`src/logic/uart_break_map.vh`:
```
// Register offsets, field positions, reset values and timing for the serial port
`ifndef UART_BREAK_MAP_VH
`define UART_BREAK_MAP_VH

// ----------------------------------------
// Register word offsets
// ----------------------------------------
`define REG_CTRL        4'h0
`define REG_DIVISOR     4'h1
`define REG_BRK_TIMEOUT 4'h2
`define REG_TXDATA      4'h3
`define REG_RXDATA      4'h4
`define REG_STATUS      4'h5

// ----------------------------------------
// Control fields
// ----------------------------------------
`define CTRL_PAR_EN     0
`define CTRL_PAR_ODD    1
`define CTRL_TWO_STOP   2
`define CTRL_FLOW_EN    3
`define CTRL_SEND_BRK   4
`define CTRL_WIDTH      5

// ----------------------------------------
// Status fields
// ----------------------------------------
`define STAT_TX_BUSY    0
`define STAT_RX_VALID   1
`define STAT_PAR_ERR    2
`define STAT_FRAME_ERR  3
`define STAT_OVERRUN    4
`define STAT_BRK_ACTIVE 5

// ----------------------------------------
// Reset values
// ----------------------------------------
`define CTRL_RESET      5'h00
`define DIVISOR_RESET   16'h01d8
`define BRK_TMO_RESET   16'h0064

// ----------------------------------------
// Timing
// ----------------------------------------
`define CLK_HZ          20000000
`define REF_HZ          16000000
`define BRK_UNIT_US     1000
`define RX_OVS_SHIFT    3

`endif

```
`src/logic/uart_with_break_reset.v`:
```
// Serial port with configurable framing, flow control, break send and break reset
`timescale 1ns/1ps
`include "uart_break_map.vh"

// How it works
// - Characters enter on uart_rxd and leave on uart_txd, separate lines.
// - Clear-to-send in and request-to-send out are active low, used when enabled.
// - Eight data bits, parity none, odd or even, one or two stops, flow on/off.
// - Line rates from 1200 baud up to 1.5M baud within stated error.
// - Break is receive line held low; its duration is timed.
// - Break of at least the timeout setting plus one unit pulses a full device reset.
// - Software can force a break onto the transmit line.
// - A 16-bit divisor setting selects the line rate.
// - Divisor values must stay below 8192 for the receive rate generator.
module uart_with_break_reset #(
    parameter BRK_UNIT_CYC = `BRK_UNIT_US * (`CLK_HZ / 1000000)
) (
    input wire ref_clk,
    input wire sys_rst,
    input wire [3:0] reg_addr,
    input wire [15:0] reg_wdata,
    input wire reg_wr,
    input wire reg_rd,
    output reg [15:0] reg_rdata,
    input wire uart_rxd,
    output reg uart_txd,
    input wire uart_cts_n,
    output reg uart_rts_n,
    output reg dev_reset
);
    // ----------------------------------------
    // Constants and state codes
    // ----------------------------------------
    // Cycles per reference gap, cut to the counter width on purpose
    localparam integer REF_PERIOD_I = `CLK_HZ / (`CLK_HZ - `REF_HZ) - 1;
    localparam [2:0] REF_PERIOD = REF_PERIOD_I[2:0];
    localparam [2:0] S_IDLE = 3'h0;
    localparam [2:0] S_START = 3'h1;
    localparam [2:0] S_DATA = 3'h2;
    localparam [2:0] S_PAR = 3'h3;
    localparam [2:0] S_STOP = 3'h4;
    localparam [2:0] S_HOLD = 3'h5;

    reg [`CTRL_WIDTH-1:0] ctrl_reg;
    reg [15:0] divisor_reg;
    reg [15:0] brk_tmo_reg;
    reg [2:0] ref_cnt_reg;
    reg ref_en_reg;
    wire tx_tick;
    wire rx_tick;

    reg [2:0] tx_state_reg;
    reg [7:0] tx_shift_reg;
    reg [2:0] tx_bit_reg;
    reg tx_par_reg;
    reg tx_stop2_reg;

    reg [2:0] rx_state_reg;
    reg [2:0] rx_ovs_reg;
    reg [2:0] rx_bit_reg;
    reg [7:0] rx_shift_reg;
    reg [7:0] rx_data_reg;
    reg rx_valid_reg;
    reg par_err_reg;
    reg frame_err_reg;
    reg overrun_reg;

    reg [15:0] brk_unit_reg;
    reg [15:0] brk_len_reg;
    reg brk_fired_reg;

    wire rd_rx = reg_rd && (reg_addr == `REG_RXDATA);
    wire wr_stat = reg_wr && (reg_addr == `REG_STATUS);
    wire tx_load = reg_wr && (reg_addr == `REG_TXDATA) && (tx_state_reg == S_IDLE);
    wire rx_done = rx_tick && (rx_state_reg == S_STOP) && (rx_ovs_reg == 3'h7);
    wire [15:0] status_word = {10'h000, (brk_len_reg != 16'h0000), overrun_reg,
        frame_err_reg, par_err_reg, rx_valid_reg, (tx_state_reg != S_IDLE)};

    // Parity over the data byte, inverted for odd parity
    function par_of;
        input [7:0] d;
        input odd;
        begin
            par_of = (^d) ^ odd;
        end
    endfunction

    // ----------------------------------------
    // Rate generation
    // ----------------------------------------
    // 16 MHz reference as an enable on four of every five 20 MHz cycles
    always @(posedge ref_clk or posedge sys_rst) begin
        if (sys_rst) begin
            ref_cnt_reg <= 3'h0;
            ref_en_reg <= 1'b0;
        end else begin
            ref_cnt_reg <= (ref_cnt_reg == REF_PERIOD) ? 3'h0 : ref_cnt_reg + 3'h1;
            ref_en_reg <= (ref_cnt_reg != REF_PERIOD);
        end
    end

    // Bit rate for transmit, eight times that for receive sampling
    uart_rate_gen #(.SHIFT(0)) tx_rate (
        .ref_clk(ref_clk),
        .sys_rst(sys_rst),
        .ref_en(ref_en_reg),
        .divisor(divisor_reg),
        .tick(tx_tick)
    );

    uart_rate_gen #(.SHIFT(`RX_OVS_SHIFT)) rx_rate (
        .ref_clk(ref_clk),
        .sys_rst(sys_rst),
        .ref_en(ref_en_reg),
        .divisor(divisor_reg),
        .tick(rx_tick)
    );

    // ----------------------------------------
    // Register port
    // ----------------------------------------
    // Writes to configuration registers; data only meaningful on the read cycle after
    always @(posedge ref_clk or posedge sys_rst) begin
        if (sys_rst) begin
            ctrl_reg <= `CTRL_RESET;
            divisor_reg <= `DIVISOR_RESET;
            brk_tmo_reg <= `BRK_TMO_RESET;
            reg_rdata <= 16'h0000;
        end else begin
            if (reg_wr && reg_addr == `REG_CTRL)
                ctrl_reg <= reg_wdata[`CTRL_WIDTH-1:0];
            if (reg_wr && reg_addr == `REG_DIVISOR)
                divisor_reg <= reg_wdata;
            if (reg_wr && reg_addr == `REG_BRK_TIMEOUT)
                brk_tmo_reg <= reg_wdata;
            if (reg_rd) begin
                case (reg_addr)
                    `REG_CTRL: reg_rdata <= {11'h000, ctrl_reg};
                    `REG_DIVISOR: reg_rdata <= divisor_reg;
                    `REG_BRK_TIMEOUT: reg_rdata <= brk_tmo_reg;
                    `REG_RXDATA: reg_rdata <= {8'h00, rx_data_reg};
                    `REG_STATUS: reg_rdata <= status_word;
                    default: reg_rdata <= 16'h0000;
                endcase
            end else begin
                reg_rdata <= 16'h0000;
            end
        end
    end

    // ----------------------------------------
    // Transmitter
    // ----------------------------------------
    // Frame starts on the next bit tick, so first bit may be up to one bit late
    always @(posedge ref_clk or posedge sys_rst) begin
        if (sys_rst) begin
            tx_state_reg <= S_IDLE;
            tx_shift_reg <= 8'h00;
            tx_bit_reg <= 3'h0;
            tx_par_reg <= 1'b0;
            tx_stop2_reg <= 1'b0;
            uart_txd <= 1'b1;
        end else begin
            case (tx_state_reg)
                S_IDLE: begin
                    if (tx_load) begin
                        tx_shift_reg <= reg_wdata[7:0];
                        tx_par_reg <= par_of(reg_wdata[7:0], ctrl_reg[`CTRL_PAR_ODD]);
                        tx_state_reg <= S_START;
                    end
                end
                S_START: begin
                    // Hold off while the far end deasserts clear-to-send
                    if (tx_tick && !ctrl_reg[`CTRL_SEND_BRK] &&
                            !(ctrl_reg[`CTRL_FLOW_EN] && uart_cts_n)) begin
                        tx_bit_reg <= 3'h0;
                        tx_state_reg <= S_DATA;
                    end
                end
                S_DATA: begin
                    if (tx_tick) begin
                        tx_shift_reg <= {1'b0, tx_shift_reg[7:1]};
                        tx_bit_reg <= tx_bit_reg + 3'h1;
                        if (tx_bit_reg == 3'h7) begin
                            tx_stop2_reg <= ctrl_reg[`CTRL_TWO_STOP];
                            tx_state_reg <= ctrl_reg[`CTRL_PAR_EN] ? S_PAR : S_STOP;
                        end
                    end
                end
                S_PAR: begin
                    if (tx_tick)
                        tx_state_reg <= S_STOP;
                end
                S_STOP: begin
                    if (tx_tick) begin
                        tx_stop2_reg <= 1'b0;
                        if (!tx_stop2_reg)
                            tx_state_reg <= S_IDLE;
                    end
                end
                default: tx_state_reg <= S_IDLE;
            endcase
            // Line level follows the state at each bit boundary
            if (ctrl_reg[`CTRL_SEND_BRK] && tx_state_reg == S_IDLE)
                uart_txd <= 1'b0;
            else if (tx_tick) begin
                case (tx_state_reg)
                    S_START: uart_txd <= ctrl_reg[`CTRL_SEND_BRK] |
                        (ctrl_reg[`CTRL_FLOW_EN] & uart_cts_n) ? 1'b1 : 1'b0;
                    S_DATA: uart_txd <= tx_shift_reg[0]; // LSB first, shifted on the same tick
                    S_PAR: uart_txd <= tx_par_reg;
                    default: uart_txd <= 1'b1;
                endcase
            end else if (tx_state_reg == S_IDLE)
                uart_txd <= 1'b1;
        end
    end

    // ----------------------------------------
    // Receiver
    // ----------------------------------------
    // Eight samples per bit; data sampled near mid-bit
    always @(posedge ref_clk or posedge sys_rst) begin
        if (sys_rst) begin
            rx_state_reg <= S_IDLE;
            rx_ovs_reg <= 3'h0;
            rx_bit_reg <= 3'h0;
            rx_shift_reg <= 8'h00;
            rx_data_reg <= 8'h00;
            rx_valid_reg <= 1'b0;
            par_err_reg <= 1'b0;
            frame_err_reg <= 1'b0;
            overrun_reg <= 1'b0;
        end else begin
            // Error flags clear by writing ones; a new event below still wins
            if (wr_stat) begin
                par_err_reg <= par_err_reg & ~reg_wdata[`STAT_PAR_ERR];
                frame_err_reg <= frame_err_reg & ~reg_wdata[`STAT_FRAME_ERR];
                overrun_reg <= overrun_reg & ~reg_wdata[`STAT_OVERRUN];
            end
            if (rd_rx)
                rx_valid_reg <= 1'b0;
            if (rx_tick) begin
                rx_ovs_reg <= rx_ovs_reg + 3'h1;
                case (rx_state_reg)
                    S_IDLE: begin
                        rx_ovs_reg <= 3'h0;
                        if (!uart_rxd)
                            rx_state_reg <= S_START;
                    end
                    S_START: begin
                        if (rx_ovs_reg == 3'h3) begin
                            rx_ovs_reg <= 3'h0;
                            rx_bit_reg <= 3'h0;
                            rx_state_reg <= uart_rxd ? S_IDLE : S_DATA;
                        end
                    end
                    S_DATA: begin
                        if (rx_ovs_reg == 3'h7) begin
                            rx_shift_reg <= {uart_rxd, rx_shift_reg[7:1]};
                            rx_bit_reg <= rx_bit_reg + 3'h1;
                            if (rx_bit_reg == 3'h7)
                                rx_state_reg <= ctrl_reg[`CTRL_PAR_EN] ? S_PAR : S_STOP;
                        end
                    end
                    S_PAR: begin
                        if (rx_ovs_reg == 3'h7) begin
                            if (uart_rxd != par_of(rx_shift_reg, ctrl_reg[`CTRL_PAR_ODD]))
                                par_err_reg <= 1'b1;
                            rx_state_reg <= S_STOP;
                        end
                    end
                    S_STOP: begin
                        if (rx_ovs_reg == 3'h7) begin
                            if (!uart_rxd) begin
                                frame_err_reg <= 1'b1;
                                rx_state_reg <= S_HOLD;
                            end else begin
                                rx_state_reg <= S_IDLE;
                            end
                        end
                    end
                    S_HOLD: begin
                        // Wait out a break so it does not frame endless characters
                        if (uart_rxd)
                            rx_state_reg <= S_IDLE;
                    end
                    default: rx_state_reg <= S_IDLE;
                endcase
            end
            if (rx_done && uart_rxd) begin
                rx_data_reg <= rx_shift_reg;
                rx_valid_reg <= 1'b1;
                if (rx_valid_reg && !rd_rx)
                    overrun_reg <= 1'b1;
            end
        end
    end

    // Ready to receive while the holding register is empty
    always @(posedge ref_clk or posedge sys_rst) begin
        if (sys_rst)
            uart_rts_n <= 1'b1;
        else
            uart_rts_n <= ctrl_reg[`CTRL_FLOW_EN] & rx_valid_reg;
    end

    // ----------------------------------------
    // Break timing and reset
    // ----------------------------------------
    // Low time counted in units; one reset pulse per break
    always @(posedge ref_clk or posedge sys_rst) begin
        if (sys_rst) begin
            brk_unit_reg <= 16'h0000;
            brk_len_reg <= 16'h0000;
            brk_fired_reg <= 1'b0;
            dev_reset <= 1'b0;
        end else begin
            dev_reset <= 1'b0;
            if (uart_rxd) begin
                brk_unit_reg <= 16'h0000;
                brk_len_reg <= 16'h0000;
                brk_fired_reg <= 1'b0;
            end else begin
                if (brk_unit_reg == BRK_UNIT_CYC[15:0] - 16'h0001) begin
                    brk_unit_reg <= 16'h0000;
                    if (brk_len_reg != 16'hffff)
                        brk_len_reg <= brk_len_reg + 16'h0001;
                end else begin
                    brk_unit_reg <= brk_unit_reg + 16'h0001;
                end
                if (brk_len_reg > brk_tmo_reg && !brk_fired_reg) begin
                    dev_reset <= 1'b1;
                    brk_fired_reg <= 1'b1;
                end
            end
        end
    end
endmodule

```
`src/logic/uart_rate_gen.v`:
```
// Phase accumulator rate generator: one tick per accumulator overflow
`timescale 1ns/1ps
module uart_rate_gen #(
    parameter SHIFT = 0
) (
    input wire ref_clk,
    input wire sys_rst,
    input wire ref_en,
    input wire [15:0] divisor,
    output reg tick
);
    reg [15:0] acc_reg;
    wire [15:0] addend;
    wire [16:0] sum;

    // Oversampled copies scale the divisor; divisors must stay below 2^(16-SHIFT)
    assign addend = divisor << SHIFT;
    assign sum = {1'b0, acc_reg} + {1'b0, addend};

    // Within that limit the carry rate is (divisor << SHIFT) * ref / 65536
    always @(posedge ref_clk or posedge sys_rst) begin
        if (sys_rst) begin
            acc_reg <= 16'h0000;
            tick <= 1'b0;
        end else if (ref_en) begin
            acc_reg <= sum[15:0];
            tick <= sum[16];
        end else begin
            tick <= 1'b0;
        end
    end
endmodule

```
`config.mk`:
```
export PLATFORM = sky130hd
export DESIGN_NAME = uart_with_break_reset
export DESIGN_NICKNAME = d
export VERILOG_FILES = /design/src/logic/uart_with_break_reset.v /design/src/logic/uart_rate_gen.v
export VERILOG_INCLUDE_DIRS = /design/src /design/src/logic
export SDC_FILE = /design/constraint.sdc
export NUM_CORES = 1
export LEC_CHECK = 0
export BUFFER_PORTS_ARGS = -buffer_cell sky130_fd_sc_hd__buf_2
export CORE_ASPECT_RATIO = 0.75
export CORE_MARGIN = 5
export CORE_UTILIZATION = 30
export DETAILED_ROUTE_END_ITERATION = 8
export GPL_TIMING_DRIVEN = 0
export PLACE_DENSITY_LB_ADDON = 0.12
export SYNTH_ARGS = -nofsm -noshare
export SYNTH_HDL_FRONTEND = slang
export SYNTH_SLANG_ARGS = --single-unit
export TNS_END_PERCENT = 100
```
`constraint.sdc`:
```
create_clock -name ref_clk -period 6.6 [get_ports ref_clk]
set_clock_uncertainty 0.2 [all_clocks]
set_input_delay 0.99 -clock ref_clk [delete_from_list [all_inputs] [get_ports ref_clk]]
set_output_delay 0.99 -clock ref_clk [all_outputs]
set_load 0.1 [all_outputs]
```
==> flow_summary.json <==
{
  "status": "finished, final reports clean",
  "synthAdderAreaFrac_pct": 8.31,
  "max_freq_mhz": 333,
  "antenna_found_initial": 0,
  "wire_per_inst_um": 16.9,
  "die_x_um": 212,
  "clkTransAtPathRegs_ns": 0.07,
  "gr-total-overflow": 0,
  "synth-seq-area-share_pct": 46.0,
  "min_period_over_period_pct": 45.4,
  "areaGrowthSynthToFinish_pct": 14.3,
  "core_um2": 30200,
  "hold_viol_final": 0,
  "vias": 6527,
  "slew_viol_final": 0,
  "avgSynthCellArea_um2": 10.6,
  "path_max_fanout": 4,
  "ctsHtreeMaxLevel": 4,
  "critPathSlowestCell": "dfrtp_1",
  "cp-end-kind": "flop",
  "place_inst": 1314,
  "worstSetupPathType": "flop to flop",
  "detailed_place_hpwl_um": 16900,
  "cp.arrival_ns": 3.11,
  "synth_commonest_cells": "159 x dfrtp_1, 85 x nor2_1, 78 x mux2_2",
  "syn_nets": 959,
  "fill_cells": 3039,
  "grt_pass1_vias": 6392,
  "synth_top_flop_cell": "dfrtp_1",
  "setup_slack_ns": 3.60,
  "synth_top_cell_area_share_pct": 43.2,
  "cts.sinks": 169,
  "max-vdd-ir-drop_v": 0.000138,
  "place_congestion": 0.752,
  "maxCapViolCount": 0,
  "ant_nets": 0,
  "cts_tree": "built",
  "crit_path_start_kind": "flop",
  "synth-xor-area-share_pct": 5.61,
  "synth-seq-cells": 169,
  "drive_above_1_share_pct": 19.4,
  "required_ns": 6.71,
  "hp-class": "flop to flop",
  "netlist_area_um2": 9210,
  "instances_no_fill": 1346,
  "synthSimpleGateAreaFrac_pct": 13.6,
  "clockRootBuffer": "clkbuf_16",
  "power_density_nw_per_um2": 372,
  "postCtsSetupRepairBufs": 0,
  "yosysWarnings": 0,
  "yosysTopAreaCell": "dfrtp_1",
  "cts_resized": 0,
  "muxShareOfSynthArea_pct": 10.6,
  "slowest_delay_ns": 0.48,
  "cts_hold_buf": 0,
  "nets": 1020,
  "drc_errors": 0,
  "p_leak_nw": 4.73,
  "ys_top_cells_by_area": "dfrtp_1 43%, mux2_2 9.5%, ha_1 7.9%, nor2_1 3.5%, xnor2_1 3.3%",
  "die_area_um2": 34300,
  "cts_buffer_depth": 2,
  "holdWs_ns": 0.262,
  "worst_slew_pin_slew_ns": 0.743,
  "drt_iter0_markers": 397,
  "rows": 55,
  "cts_buffers": 17,
  "grt_pass1_wl_um": 36600,
  "grt_max_degree": 97,
  "timing.slew.headroom_pct": 50.4,
  "setup_viol": 0,
  "io_pins": 45,
  "start_util_pct": 30.5,
  "p_total_mw": 3.92,
  "synth_cell_types": 68,
  "routed_wl_um": 22700,
  "insertion_delay_ns": 0.44,
  "synth_compound_area_share_pct": 12.9,
  "viasPerCell": 4.85,
  "synth_cells": 873,
  "synth_edf_count": 0,
  "synth_top_family_by_area": "simple AND/OR/NAND/NOR gates",
  "first_pass_iters": 4,
  "path_cells": "ha_1 > fa_1 > a21oi_1 > nand4b_1 > nand4_1 > a221o_1 > o2111ai_1 > or3b_1",
  "rsz0062_at_grt": "no",
  "die_h_um": 162,
  "track_usage_pct": 13.6,
  "async_flop_share_pct": 100,
  "dp_slack_ns": 3.51,
  "synth.most_common_cell": "dfrtp_1",
  "port_buffers": 41,
  "finalWorstPathRequiredPeriod_ns": 3.00,
  "diodes": 0
}
final timing paths:
path	cells after the start	from	to	slack, ns
hold / removal	1	ref_cnt_reg[0]$_DFF_PP0_	ref_cnt_reg[0]$_DFF_PP0_	0.26
hold reg to reg	1	ref_cnt_reg[0]$_DFF_PP0_	ref_cnt_reg[0]$_DFF_PP0_	0.26
min in group asynchronous	2	sys_rst	tx_shift_reg[2]$_DFFE_PP0P_	0.40
max in group asynchronous	3	sys_rst	tx_rate.acc_reg[10]$_DFFE_PP0P_	4.86
setup reg to reg	8	divisor_reg[0]$_DFFE_PP0P_	tx_rate.acc_reg[14]$_DFFE_PP0P_	3.60
setup / recovery	8	divisor_reg[0]$_DFFE_PP0P_	tx_rate.acc_reg[14]$_DFFE_PP0P_	3.60
cells in the final DEF (no fill, tap or decap), types with 4 or more instances in the layout:
cell         n
nor3_1      19
inv_8        4
inv_6        7
o21a_1       8
a221oi_1     6
dfstp_2     10
o41ai_1      4
xor2_1      24
nor2_1      85
nand2b_1     8
nand2_1     54
nor4b_1      4
nand3_1     25
a22oi_1      8
o21ai_0     44
buf_2       48
and2_1       5
mux2i_1     10
clkbuf_16   17
inv_1       39
a21o_1      14
or3_1        7
a22o_1       8
o22ai_1      5
a211oi_1     8
mux2_2      78
and3_1       9
ha_1        58
a21oi_1     31
clkbuf_1    19
o31ai_1      7
nand4_1     12
dfrtp_1    159
xnor2_1     35
nor2b_1      6
critical path, delay by kind of cell (launching register included):
family / cells / cell delay, ns
compound gates: 3 / 0.82
simple gates: 3 / 0.68
fa+ha+maj: 2 / 0.70
flops: 1 / 0.48
stage by stage:
stage	TNS [ns]	util, %	instance area [µm²]
after floorplan	0	-	9210
after global placement	-257.76	32.8	9920
after detailed placement	0	32.9	9950
after CTS	0	34.9	10500
after global routing	0	34.9	10500
final	0	34.9	10500
layout make-up:
cell class	instances	area (µm²)	share of cell area, %
multi-input cells	636	4710	44.7
flip-flops and latches	169	4240	40.3
well taps	399	499	4.74
clock buffers	17	425	4.04
repair buffers	42	233	2.21
inverters	40	158	1.50
clock inverters	15	153	1.45
plain buffers	28	114	1.08
where the power goes:
group          switching [mW]  internal, mW
combinational           0.804         0.672
clock                   0.497         0.506
sequential              0.169          1.27
metal layers:
metal | GRT usage (%) | vias to the layer above | share of wire [%]
li1 | - | 3285 | -
met1 | 21.3 | 3161 | 54
met2 | 19.4 | 71 | 42
met3 | 2.68 | 10 | 4.0
met4 | 2.62 | 0 | 0.71
met5 | 0 | - | 0
kinds of logic after synthesis:
kind of cell / after synthesis
simple gates: 254
fa+ha+maj: 60
xor+xnor: 59
buf+inv: 68
flops: 169
compound gates: 175
mux: 88
No activity file was read; power rests on OpenSTA's default activity.
